### src/design/sbcec_pkg.sv
// Function
// - after a good final RAM transfer acknowledge, jump to the supplied start address.
// - receive error on command byte answers prior nibble with bit 3, rewaits.
// - valid erase command byte is echoed back as the fourth byte.
// - undefined command answers prior nibble with bit 0, then waits for command.
// - enable byte not 0xFF makes bytes 5..16 a password compared in order.
// - enable byte 0xFF needs no password; bytes 5..16 are dummy data.
// - receive error in bytes 5..17 answers 0x48 and returns to command wait.
// - clocked I/O interface mode skips all receive error checks.
// - block sum modulo 256 not zero answers 0x41 and returns to wait.
// - uniform non-0xFF stored password or any mismatch answers 0x41, rewaits.
// - all block checks passing answers normal acknowledge 0x40 as byte 18.
// - good enable byte echoes 0x54 and erases; receive error answers bit 3.
// - invalid enable code answers prior nibble with bit 0, then waits.
// - after erase send 0x4F on success or 0x4C on error.
// - byte after completion code is taken as a new command.
// - ack upper nibble is command nibble; bit 3 rx error; bit 0 error.
package sbcec_pkg;
	localparam logic [7:0] CMD_ERASE = 8'h40;
	localparam logic [7:0] CMD_ENABLE = 8'h54;
	localparam logic [7:0] ERASED_BYTE = 8'hFF;
	localparam logic [7:0] SUM_OK = 8'h00;
	localparam logic [7:0] DONE_OK = 8'h4F;
	localparam logic [7:0] DONE_ERR = 8'h4C;
	localparam logic [3:0] ACK_RXERR = 4'h8;
	localparam logic [3:0] ACK_BAD = 4'h1;
	localparam logic [3:0] ACK_GOOD = 4'h0;
	localparam logic [3:0] NIB_RESET = 4'h0;
	localparam int PWD_BYTES = 12;
	localparam logic [3:0] BLK_LAST = 4'hC;
	localparam logic [3:0] BLK_FIRST = 4'h0;

	typedef struct packed {
		logic valid;
		logic err;
		logic [7:0] data;
	} sbcec_rx_t;

	typedef struct packed {
		logic valid;
		logic ackOk;
		logic [31:0] startAddr;
	} sbcec_ramfin_t;

	typedef enum logic [2:0] {
		S_WAIT_CMD,
		S_RX_BLOCK,
		S_RX_ENABLE,
		S_SEND,
		S_ERASE_REQ,
		S_ERASE_WAIT
	} sbcec_state_t;
endpackage : sbcec_pkg

### src/design/sbcec_erase_cmd.sv
`timescale 1ns/1ps
module sbcec_erase_cmd #(
	parameter int PWD_BYTES = 12
) (
	// clock and reset
	input wire logic core_clk,
	input wire logic nrst,
	// received bytes and mode
	input wire sbcec_pkg::sbcec_rx_t rxIn,
	input wire logic ioMode,
	// transmit bytes
	output logic txValid,
	output logic [7:0] txData,
	input wire logic txReady,
	// flash configuration
	input wire logic [7:0] eraseEnableCfg,
	input wire logic [8*PWD_BYTES-1:0] storedPwd,
	// flash erase control
	output logic eraseReq,
	input wire logic eraseDone,
	input wire logic eraseErr,
	// RAM transfer branch
	input wire sbcec_pkg::sbcec_ramfin_t ramFin,
	output logic jumpReq,
	output logic [31:0] jumpAddr
);
	sbcec_pkg::sbcec_state_t state_reg;
	sbcec_pkg::sbcec_state_t after_reg;
	logic txValid_reg;
	logic [7:0] txData_reg;
	logic eraseReq_reg;
	logic jumpReq_reg;
	logic [31:0] jumpAddr_reg;
	logic [3:0] prevNib_reg;
	logic [3:0] blkIdx_reg;
	logic [7:0] sum_reg;
	logic blkRxErr_reg;
	logic pwdErr_reg;
	logic [7:0] sumNext;
	logic rxErrSeen;
	logic pwdNeeded;
	logic byteMismatch;
	logic pwdUniform;

	assign txValid = txValid_reg;
	assign txData = txData_reg;
	assign eraseReq = eraseReq_reg;
	assign jumpReq = jumpReq_reg;
	assign jumpAddr = jumpAddr_reg;

	// io interface mode has no framing to check
	assign rxErrSeen = rxIn.err && !ioMode;
	assign pwdNeeded = (eraseEnableCfg != sbcec_pkg::ERASED_BYTE);
	assign sumNext = sum_reg + rxIn.data;

	sbcec_pwd_check #(
		.NBYTES(PWD_BYTES)
	) u_pwd (
		.storedPwd(storedPwd),
		.idx(blkIdx_reg),
		.rxByte(rxIn.data),
		.mismatch(byteMismatch),
		.uniform(pwdUniform)
	);

	////////////////////////////////////////////////////////////////////////////////
	// command sequencer and answer byte
	always_ff @(posedge core_clk)
	begin
		if (!nrst)
		begin
			state_reg <= sbcec_pkg::S_WAIT_CMD;
			after_reg <= sbcec_pkg::S_WAIT_CMD;
			txValid_reg <= 1'b0;
			txData_reg <= 8'h00;
			prevNib_reg <= sbcec_pkg::NIB_RESET;
		end
		else
		begin
			case (state_reg)
				sbcec_pkg::S_WAIT_CMD:
				begin
					if (rxIn.valid)
					begin
						txValid_reg <= 1'b1;
						state_reg <= sbcec_pkg::S_SEND;
						after_reg <= sbcec_pkg::S_WAIT_CMD;
						if (rxErrSeen)
							txData_reg <= {prevNib_reg, sbcec_pkg::ACK_RXERR};
						else if (rxIn.data == sbcec_pkg::CMD_ERASE)
						begin
							txData_reg <= rxIn.data;
							prevNib_reg <= rxIn.data[7:4];
							after_reg <= sbcec_pkg::S_RX_BLOCK;
						end
						else
							txData_reg <= {prevNib_reg, sbcec_pkg::ACK_BAD};
					end
				end
				sbcec_pkg::S_RX_BLOCK:
				begin
					// checksum byte closes the block; answer in fixed priority
					if (rxIn.valid && blkIdx_reg == sbcec_pkg::BLK_LAST)
					begin
						txValid_reg <= 1'b1;
						state_reg <= sbcec_pkg::S_SEND;
						after_reg <= sbcec_pkg::S_WAIT_CMD;
						if (blkRxErr_reg || rxErrSeen)
							txData_reg <= {prevNib_reg, sbcec_pkg::ACK_RXERR};
						else if (sumNext != sbcec_pkg::SUM_OK)
							txData_reg <= {prevNib_reg, sbcec_pkg::ACK_BAD};
						else if (pwdNeeded && (pwdErr_reg || pwdUniform))
							txData_reg <= {prevNib_reg, sbcec_pkg::ACK_BAD};
						else
						begin
							txData_reg <= {prevNib_reg, sbcec_pkg::ACK_GOOD};
							after_reg <= sbcec_pkg::S_RX_ENABLE;
						end
					end
				end
				sbcec_pkg::S_RX_ENABLE:
				begin
					if (rxIn.valid)
					begin
						txValid_reg <= 1'b1;
						state_reg <= sbcec_pkg::S_SEND;
						after_reg <= sbcec_pkg::S_WAIT_CMD;
						if (rxErrSeen)
							txData_reg <= {prevNib_reg, sbcec_pkg::ACK_RXERR};
						else if (rxIn.data == sbcec_pkg::CMD_ENABLE)
						begin
							txData_reg <= rxIn.data;
							after_reg <= sbcec_pkg::S_ERASE_REQ;
						end
						else
							txData_reg <= {prevNib_reg, sbcec_pkg::ACK_BAD};
					end
				end
				sbcec_pkg::S_SEND:
				begin
					if (txReady)
					begin
						txValid_reg <= 1'b0;
						state_reg <= after_reg;
					end
				end
				sbcec_pkg::S_ERASE_REQ:
				begin
					state_reg <= sbcec_pkg::S_ERASE_WAIT;
				end
				sbcec_pkg::S_ERASE_WAIT:
				begin
					if (eraseDone || eraseErr)
					begin
						txValid_reg <= 1'b1;
						txData_reg <= eraseErr ? sbcec_pkg::DONE_ERR : sbcec_pkg::DONE_OK;
						state_reg <= sbcec_pkg::S_SEND;
						after_reg <= sbcec_pkg::S_WAIT_CMD;
					end
				end
				default:
				begin
					state_reg <= sbcec_pkg::S_WAIT_CMD;
					txValid_reg <= 1'b0;
				end
			endcase
		end
	end

	////////////////////////////////////////////////////////////////////////////////
	// password and checksum block accumulation
	always_ff @(posedge core_clk)
	begin
		if (!nrst || state_reg != sbcec_pkg::S_RX_BLOCK)
		begin
			blkIdx_reg <= sbcec_pkg::BLK_FIRST;
			sum_reg <= sbcec_pkg::SUM_OK;
			blkRxErr_reg <= 1'b0;
			pwdErr_reg <= 1'b0;
		end
		else if (rxIn.valid)
		begin
			blkIdx_reg <= blkIdx_reg + 4'h1;
			sum_reg <= sumNext;
			// errors are sticky over the whole block, judged only at its end
			if (rxErrSeen)
				blkRxErr_reg <= 1'b1;
			if (pwdNeeded && blkIdx_reg != sbcec_pkg::BLK_LAST && byteMismatch)
				pwdErr_reg <= 1'b1;
		end
	end

	////////////////////////////////////////////////////////////////////////////////
	// erase request pulse
	always_ff @(posedge core_clk)
	begin
		if (!nrst)
			eraseReq_reg <= 1'b0;
		else
			eraseReq_reg <= (state_reg == sbcec_pkg::S_SEND) && txReady
				&& (after_reg == sbcec_pkg::S_ERASE_REQ);
	end

	////////////////////////////////////////////////////////////////////////////////
	// branch after a good RAM transfer
	always_ff @(posedge core_clk)
	begin
		if (!nrst)
		begin
			jumpReq_reg <= 1'b0;
			jumpAddr_reg <= 32'h0000_0000;
		end
		else
		begin
			jumpReq_reg <= ramFin.valid && ramFin.ackOk;
			if (ramFin.valid && ramFin.ackOk)
				jumpAddr_reg <= ramFin.startAddr;
		end
	end
endmodule : sbcec_erase_cmd

### src/design/sbcec_pwd_check.sv
`timescale 1ns/1ps
module sbcec_pwd_check #(
	parameter int NBYTES = 12
) (
	// stored password area, byte 0 in the low bits
	input wire logic [8*NBYTES-1:0] storedPwd,
	// byte under test
	input wire logic [3:0] idx,
	input wire logic [7:0] rxByte,
	// results
	output logic mismatch,
	output logic uniform
);
	logic [NBYTES-1:0] sameAsFirst;
	logic [7:0] selByte;

	genvar gi;
	generate
		for (gi = 0; gi < NBYTES; gi++)
		begin : g_same
			assign sameAsFirst[gi] = (storedPwd[8*gi +: 8] == storedPwd[7:0]);
		end
	endgenerate

	always_comb
	begin
		selByte = 8'h00;
		for (int i = 0; i < NBYTES; i++)
		begin
			if (idx == i[3:0])
				selByte = storedPwd[8*i +: 8];
		end
	end

	assign mismatch = (selByte != rxByte);
	// easy-to-guess fill is refused even when it matches
	assign uniform = (&sameAsFirst) && (storedPwd[7:0] != sbcec_pkg::ERASED_BYTE);
endmodule : sbcec_pwd_check

### config.mk
export PLATFORM = sky130hd
export DESIGN_NAME = sbcec_erase_cmd
export DESIGN_NICKNAME = d
export VERILOG_FILES = /design/src/design/sbcec_pkg.sv /design/src/design/sbcec_erase_cmd.sv /design/src/design/sbcec_pwd_check.sv
export SDC_FILE = /design/constraint.sdc
export NUM_CORES = 1
export LEC_CHECK = 0
export ABC_AREA = 1
export BUFFER_PORTS_ARGS = -buffer_cell sky130_fd_sc_hd__buf_2
export CORE_MARGIN = 2
export CORE_UTILIZATION = 47
export CTS_BUF_LIST = sky130_fd_sc_hd__clkbuf_4
export CTS_CLUSTER_DIAMETER = 80
export CTS_CLUSTER_SIZE = 24
export DETAILED_ROUTE_END_ITERATION = 7
export GPL_TIMING_DRIVEN = 0
export PLACE_DENSITY = 0.8
export SYNTH_ARGS = -nofsm -noshare
export SYNTH_HDL_FRONTEND = slang
export SYNTH_SLANG_ARGS = --single-unit
### constraint.sdc
create_clock -name core_clk -period 2.5 [get_ports core_clk]
set_clock_uncertainty 0.05 [all_clocks]
set_input_delay 0.625 -clock core_clk [delete_from_list [all_inputs] [get_ports core_clk]]
set_output_delay 0.625 -clock core_clk [all_outputs]
set_load 0.01 [all_outputs]
## Yosys cells after proc, flatten, opt, wreduce, memory -nomap -nowiden

Cells that the tools add are included.

| word-level totals | value |
|---|---|
| register bits after elaboration | 67 |
| output and inout bits | 43 |
| word-level logic and storage cells | 132 |

| cells by class | value |
|---|---|
| $add $sub $neg | 2 |
| equality and inequality tests | 42 |
| mux-type cells | 47 |
| bitwise logic cells | 2 |
| reductions and logical operators | 27 |

Operators with widths:

| cell | count |
|---|---|
| 2-to-1 mux 8 bit | 20 |
| == test 8 bit | 11 |
| one-hot mux 8 bit (4 select lines) | 1 |
| 2-to-1 mux 3 bit | 10 |
| == test 4 bit (second input constant) | 5 |
| == test 4 x 3 -> 1 bit (second input constant) | 4 |
| == test 8 x 7 -> 1 bit (second input constant) | 2 |
| inequality test 8 bit (second input constant) | 2 |
| one-hot mux 3 bit (5 select lines) | 1 |
| one-hot mux 3 bit (4 select lines) | 1 |
| AND reduction 11 bit | 1 |
| inequality test 2 bit (second input constant) | 5 |
| AND reduction 5 bit | 2 |
| == test 3 bit (second input constant) | 3 |
| logical AND 1 bit | 9 |
| adder 8 bit | 1 |
| == test 4 x 2 -> 1 bit (second input constant) | 2 |
| 2-to-1 mux 1 bit | 8 |
| 2-to-1 mux 2 bit | 4 |
| inequality test 8 bit | 1 |
| AND reduction 4 bit | 2 |
| nonzero test 8 bit | 1 |
| == test 3 x 2 -> 1 bit (second input constant) | 2 |
| one-hot mux 1 bit (5 select lines) | 1 |
| 15 further kinds | 21 |

## Longest topological paths before layout

| logic depth | value |
|---|---|
| word-level depth | 16 |
| mapped depth | 23 |

## By module

From an unflattened synthesis, not the netlist that was laid out.

| unflattened totals | value |
|---|---|
| cell total of the unflattened synthesis | 860 |
| area total of the unflattened synthesis | 5054.8 µm² |

By module, submodules not included:

| module | times used | cells an instance | area each (µm²) |
|---|---|---|---|
| sbcec_erase_cmd | 1 | 439 | 3054.2 |
| sbcec_pwd_check | 1 | 421 | 2000.7 |

## Least setup slack after synthesis

No wires, ideal clock.

| timing | value |
|---|---|
| path kind | input -> register |
| from | input rxIn[2] (netlist bit) |
| to | register txData_reg[0], in the netlist txData[0] |
| data arrival time | 2.350 ns |
| required time | 2.341 ns |
| setup slack | -0.009 ns |
| stages on the path | 17 |
| path buffers | 0 |
| path through | ha_1 a21oi_1 nand2_1 nand2_1 nand2_1 a21oi_1 nor2_1 o21ai_0 nand2_1 xnor2_1 nand2_1 nor3_1 nand2_1 nand2_1 nand3_1 nand2_1 inv_1 |

| on the way | value |
|---|---|
| longest elaborated chain between the ends | 6 |
| elaborated cells between the ends (all ways) | 14 |
| classes of those cells | add/sub: 1; eq/ne: 2; mux: 10; reduce/logical: 1 |

Ends and longest elaborated chain:

| item | RTL line | text |
|---|---|---|
| start, declared | sbcec_erase_cmd.sv:9 | `input wire sbcec_pkg::sbcec_rx_t rxIn,` |
| adder 8 bit | sbcec_erase_cmd.sv:54 | `assign sumNext = sum_reg + rxIn.data;` |
| nonzero test 8 bit | sbcec_erase_cmd.sv:110 | `else if (sumNext != sbcec_pkg::SUM_OK)` |
| 2-to-1 mux 1 bit | sbcec_erase_cmd.sv:110 |  |
| 2-to-1 mux 4 bit | sbcec_erase_cmd.sv:108 | `if (blkRxErr_reg \|\| rxErrSeen)` |
| 2-to-1 mux 8 bit | sbcec_erase_cmd.sv:103 | `if (rxIn.valid && blkIdx_reg == sbcec_pkg::BLK_LAST)` |
| one-hot mux 8 bit (4 select lines) * | sbcec_erase_cmd.sv:80 | `case (state_reg)` |
| end signal, assigned | sbcec_erase_cmd.sv:109 | `txData_reg <= {prevNib_reg, sbcec_pkg::ACK_RXERR};` |
| end signal, assigned | sbcec_erase_cmd.sv:111 | `txData_reg <= {prevNib_reg, sbcec_pkg::ACK_BAD};` |
| end signal, assigned | sbcec_erase_cmd.sv:113 | `txData_reg <= {prevNib_reg, sbcec_pkg::ACK_BAD};` |
| end, declared | sbcec_erase_cmd.sv:30 | `logic [7:0] txData_reg;` |

Every way passes the cells marked *; elsewhere a longest branch is shown, timed or not. The select of a mux whose other input is x is not followed.
A chain may end at the register's enable or synchronous reset.

## Final worst setup path

| timing | value |
|---|---|
| from | register blkIdx_reg[1] |
| to | register pwdErr_reg |

| on the way | value |
|---|---|
| longest elaborated chain between the ends | 16 |
| elaborated cells between the ends (all ways) | 29 |
| classes of those cells | eq/ne: 13; mux: 12; reduce/logical: 4 |

Ends and longest elaborated chain:

| item | RTL line | text |
|---|---|---|
| start, declared | sbcec_erase_cmd.sv:35 | `logic [3:0] blkIdx_reg;` |
| start signal, assigned | sbcec_erase_cmd.sv:176 | `blkIdx_reg <= sbcec_pkg::BLK_FIRST;` |
| start signal, assigned | sbcec_erase_cmd.sv:183 | `blkIdx_reg <= blkIdx_reg + 4'h1;` |
| logical NOT 4 bit | sbcec_pwd_check.sv:30 | `if (idx == i[3:0])` |
| 2-to-1 mux 8 bit (12 in a row) | sbcec_pwd_check.sv:30 |  |
| inequality test 8 bit | sbcec_pwd_check.sv:35 | `assign mismatch = (selByte != rxByte);` |
| logical AND 1 bit * | sbcec_erase_cmd.sv:188 | `if (pwdNeeded && blkIdx_reg != sbcec_pkg::BLK_LAST && byteMismatch)` |
| AND reduction 2 bit (no source line) * | n/a |  |
| end signal, assigned | sbcec_erase_cmd.sv:179 | `pwdErr_reg <= 1'b0;` |
| end signal, assigned | sbcec_erase_cmd.sv:189 | `pwdErr_reg <= 1'b1;` |
| end, declared | sbcec_erase_cmd.sv:38 | `logic pwdErr_reg;` |

Every way passes the cells marked *; elsewhere a longest branch is shown, timed or not.

==> results.yml <==
status:
  outcome: "complete, no violations"
logic_synthesis:
  yosysWarnings: 0
  yosysUniqueCellTypes: 42
  synthFlopType: "dfxtp_1"
  synth-edff-count: 0
  yosysSeqAreaShare: 0.254
  syn_nets: 1051
  synth.avg_cell_area_um2: 5.96
  synth-seq-cells: 67
  syn_area_mm2: 0.00528
  synthArstFlopShare: 0
  syn_inst: 885
global_route:
  grt_max_degree: 14
  grt_pass1_vias: 5977
  grt_use_total: 0.305
  grt_overflow: 0
  grt_pass1_wl_um: 28500
  antenna_found_initial: 0
timing:
  hold_viol_final: 0
  tns_ns: 0
  slew_viol_final: 0
  min_period_ns: 2.37
  max_freq_mhz: 422
  slew_headroom: 0.438
  worst_slew_pin_slew_ns: 0.835
  min_period_over_period: 0.948
  rsz0062_at_grt: "true"
  setup_violations: 0
  hold_ws_ns: 0.399
layout:
  fin_nets: 1267
  diodes: 0
  utilization: 0.635
  drive_gt1_frac: 0.290
  area_growth_pct: 30.9
  largest_reg_flops: 32
route:
  num_vias: 6741
  post_drt_wl_per_cell_um: 15.1
  wirelength_um: 18800
  drt_first_pass_iters: 5
  drtIter0Drc: 589
  viasPerCell: 5.41
  postRouteAntennaNets: 0
  drc: 0
clock_tree:
  clk_latency_ns: 0.41
  numCtsBuffers: 9
  cts_tree: "yes"
  htreeDepth: 3
  cts.sinks: 67
  root_buffer: "clkbuf_4"
  cts_hold_buf: 0
  cts.clk_slew.worst_paths_ns: 0.13
  cts_buffer_depth: 2
worst_setup_path:
  critPathMaxFanout: 6
  crit_buf_inv: 3
  cp.arrival_ns: 2.63
  crit_slowest_cell: "dfxtp_4"
  worstPathRequired_ns: 2.76
  cp_common_cell: "nand2_1"
  path_cells: "inv_4, ha_4, buf_6, nor2_4, buf_12, nand3_1, nand3_1, nand2_1, nand2_1, nand2_1, nand3_2, nand3_2, nand3_2, nand2_2, nand2_2, nand3_1, nand2_1, nand2_1, nor2_1, nand2_1, nand2_1, a21oi_2"
  r2r_slack_ns: 0.13
  path_delay_family: "simple AND/OR/NAND/NOR gates"
  start_kind: "flip-flop"
  critical_path_class: "reg -> reg"
  critPathMaxStageDelay_ns: 0.40
  endpoint_kind: "flip-flop"
power_and_ir_drop:
  irDropWorstVdd_mv: 0.525
  power_w: 0.00315
  p_leak_nw: 3.49
  powerDensity_mw_per_mm2: 456
floorplanning:
  start_util: 0.485
  core_mm2: 0.0109
  num_rows: 38
  ioPinCount: 197
  dieHeight_um: 110
  fp.dieW_um: 110
  die_area_mm2: 0.0121
placement:
  hpwl_um: 15000
  place_congestion: 1.01
  port_buffers: 190
min_path:
  hp-class: "in -> reg"
run:
  max_cap_viol_count: 0
[repair_timing]
item,in CTS,in global routing
buffers inserted,0,13
cloned,0,2
endpoints found under the setup margin,3,6
pin swaps,1,21
endpoints found under the hold margin,0,0
resized for setup,14,57
[layer usage]
metal	vias to the layer above	track usage	routed length, um
met5	-	0	13
met4	2	0.139	718
met3	60	0.0606	1980
met2	394	0.501	8600
met1	2977	0.384	7500
li1	3308	-	-
[Yosys cell counts, types with 4 or more instances]
master       n  area [um^2]
a21oi_1     37          185
a221oi_1     8         70.1
buf_2       17         85.1
clkbuf_1    13         48.8
dfxtp_1     67         1340
ha_1        11          138
inv_1      130          488
inv_2        7         26.3
nand2_1    166          623
nand3_1     75          375
nand3b_1     4         30.0
nand4_1     11         68.8
nor2_1     135          507
nor2_2       5         31.3
nor2_4       4         45.0
nor3_1      12         60.1
nor4_1      12         75.1
o2111ai_1    4         35.0
o21ai_0     85          425
o22ai_1     15         93.8
or2_2       14         87.6
xnor2_1     15          131
xor2_1       6         52.6
[metrics by stage]
step	area [um^2]	setup WS (ns)	std cells
floorplan	5280	0.0170	885
global placement	6410	-0.412	1215
detailed placement	6410	-0.505	1215
CTS	6590	0.00149	1231
global route	6910	-0.0538	1246
finish	6910	0.131	1246
[kinds of logic (layout without fill, tap and decap cells)]
| kind of cell | Yosys count | after routing | synth area share |
|---|---|---|---|
| adders and majority gates | 12 | 12 | 0.0299 |
| xor gates and xnor gates | 21 | 21 | 0.0348 |
| buffers and inverters | 173 | 394 | 0.131 |
| DFF | 67 | 67 | 0.254 |
| and+or+nand+nor | 447 | 447 | 0.374 |
| AOI/OAI and AO/OA | 165 | 165 | 0.177 |
[where the power goes]
part / leakage (nW) / switching (W) / internal, W / total (W)
registers: 0.552 / 0.0000714 / 0.00117 / 0.00125
logic: 2.86 / 0.000721 / 0.000451 / 0.00117
clock network: 0.0748 / 0.000424 / 0.000310 / 0.000735
total: 3.49 / 0.00122 / 0.00194 / 0.00315
[area by class of cell]
class,count,area (um^2)
Timing Repair Buffer,205,1070
Fill cell,1025,3980
Clock buffer,9,67.6
Sequential cell,67,1350
Inverter,138,529
Clock inverter,7,72.6
Buffer,35,196
Tap cell,140,175
Multi-Input combinational cell,645,3440
[tightest hold or removal path, stage by stage]
cell	delay (ns)
buf_2	0.07
o21ai_0	0.07
nor2_1	0.08
[cell usage in the layout, fill, tap and decap left out, types with 12 or more instances in the layout]
| cell | synthesis | layout |
|---|---|---|
| buf_2 | 17 | 205 |
| nand2_1 | 166 | 161 |
| nor2_1 | 135 | 132 |
| inv_1 | 130 | 125 |
| o21ai_0 | 85 | 80 |
| nand3_1 | 75 | 64 |
| dfxtp_1 | 67 | 62 |
| a21oi_1 | 37 | 35 |
| o22ai_1 | 15 | 15 |
| xnor2_1 | 15 | 14 |
| or2_2 | 14 | 14 |
| buf_4 | 1 | 13 |
| clkbuf_1 | 13 | 12 |
[final timing paths]
path              cells after the start     endpoint           from
setup / recovery                     22   pwdErr_reg  blkIdx_reg[1]
setup reg to reg                     22   pwdErr_reg  blkIdx_reg[1]
hold reg to reg                       2    txData[5]      txData[5]
hold / removal                        3  jumpAddr[4]      ramFin[4]
Note: power is estimated with default switching activity, not from simulation.
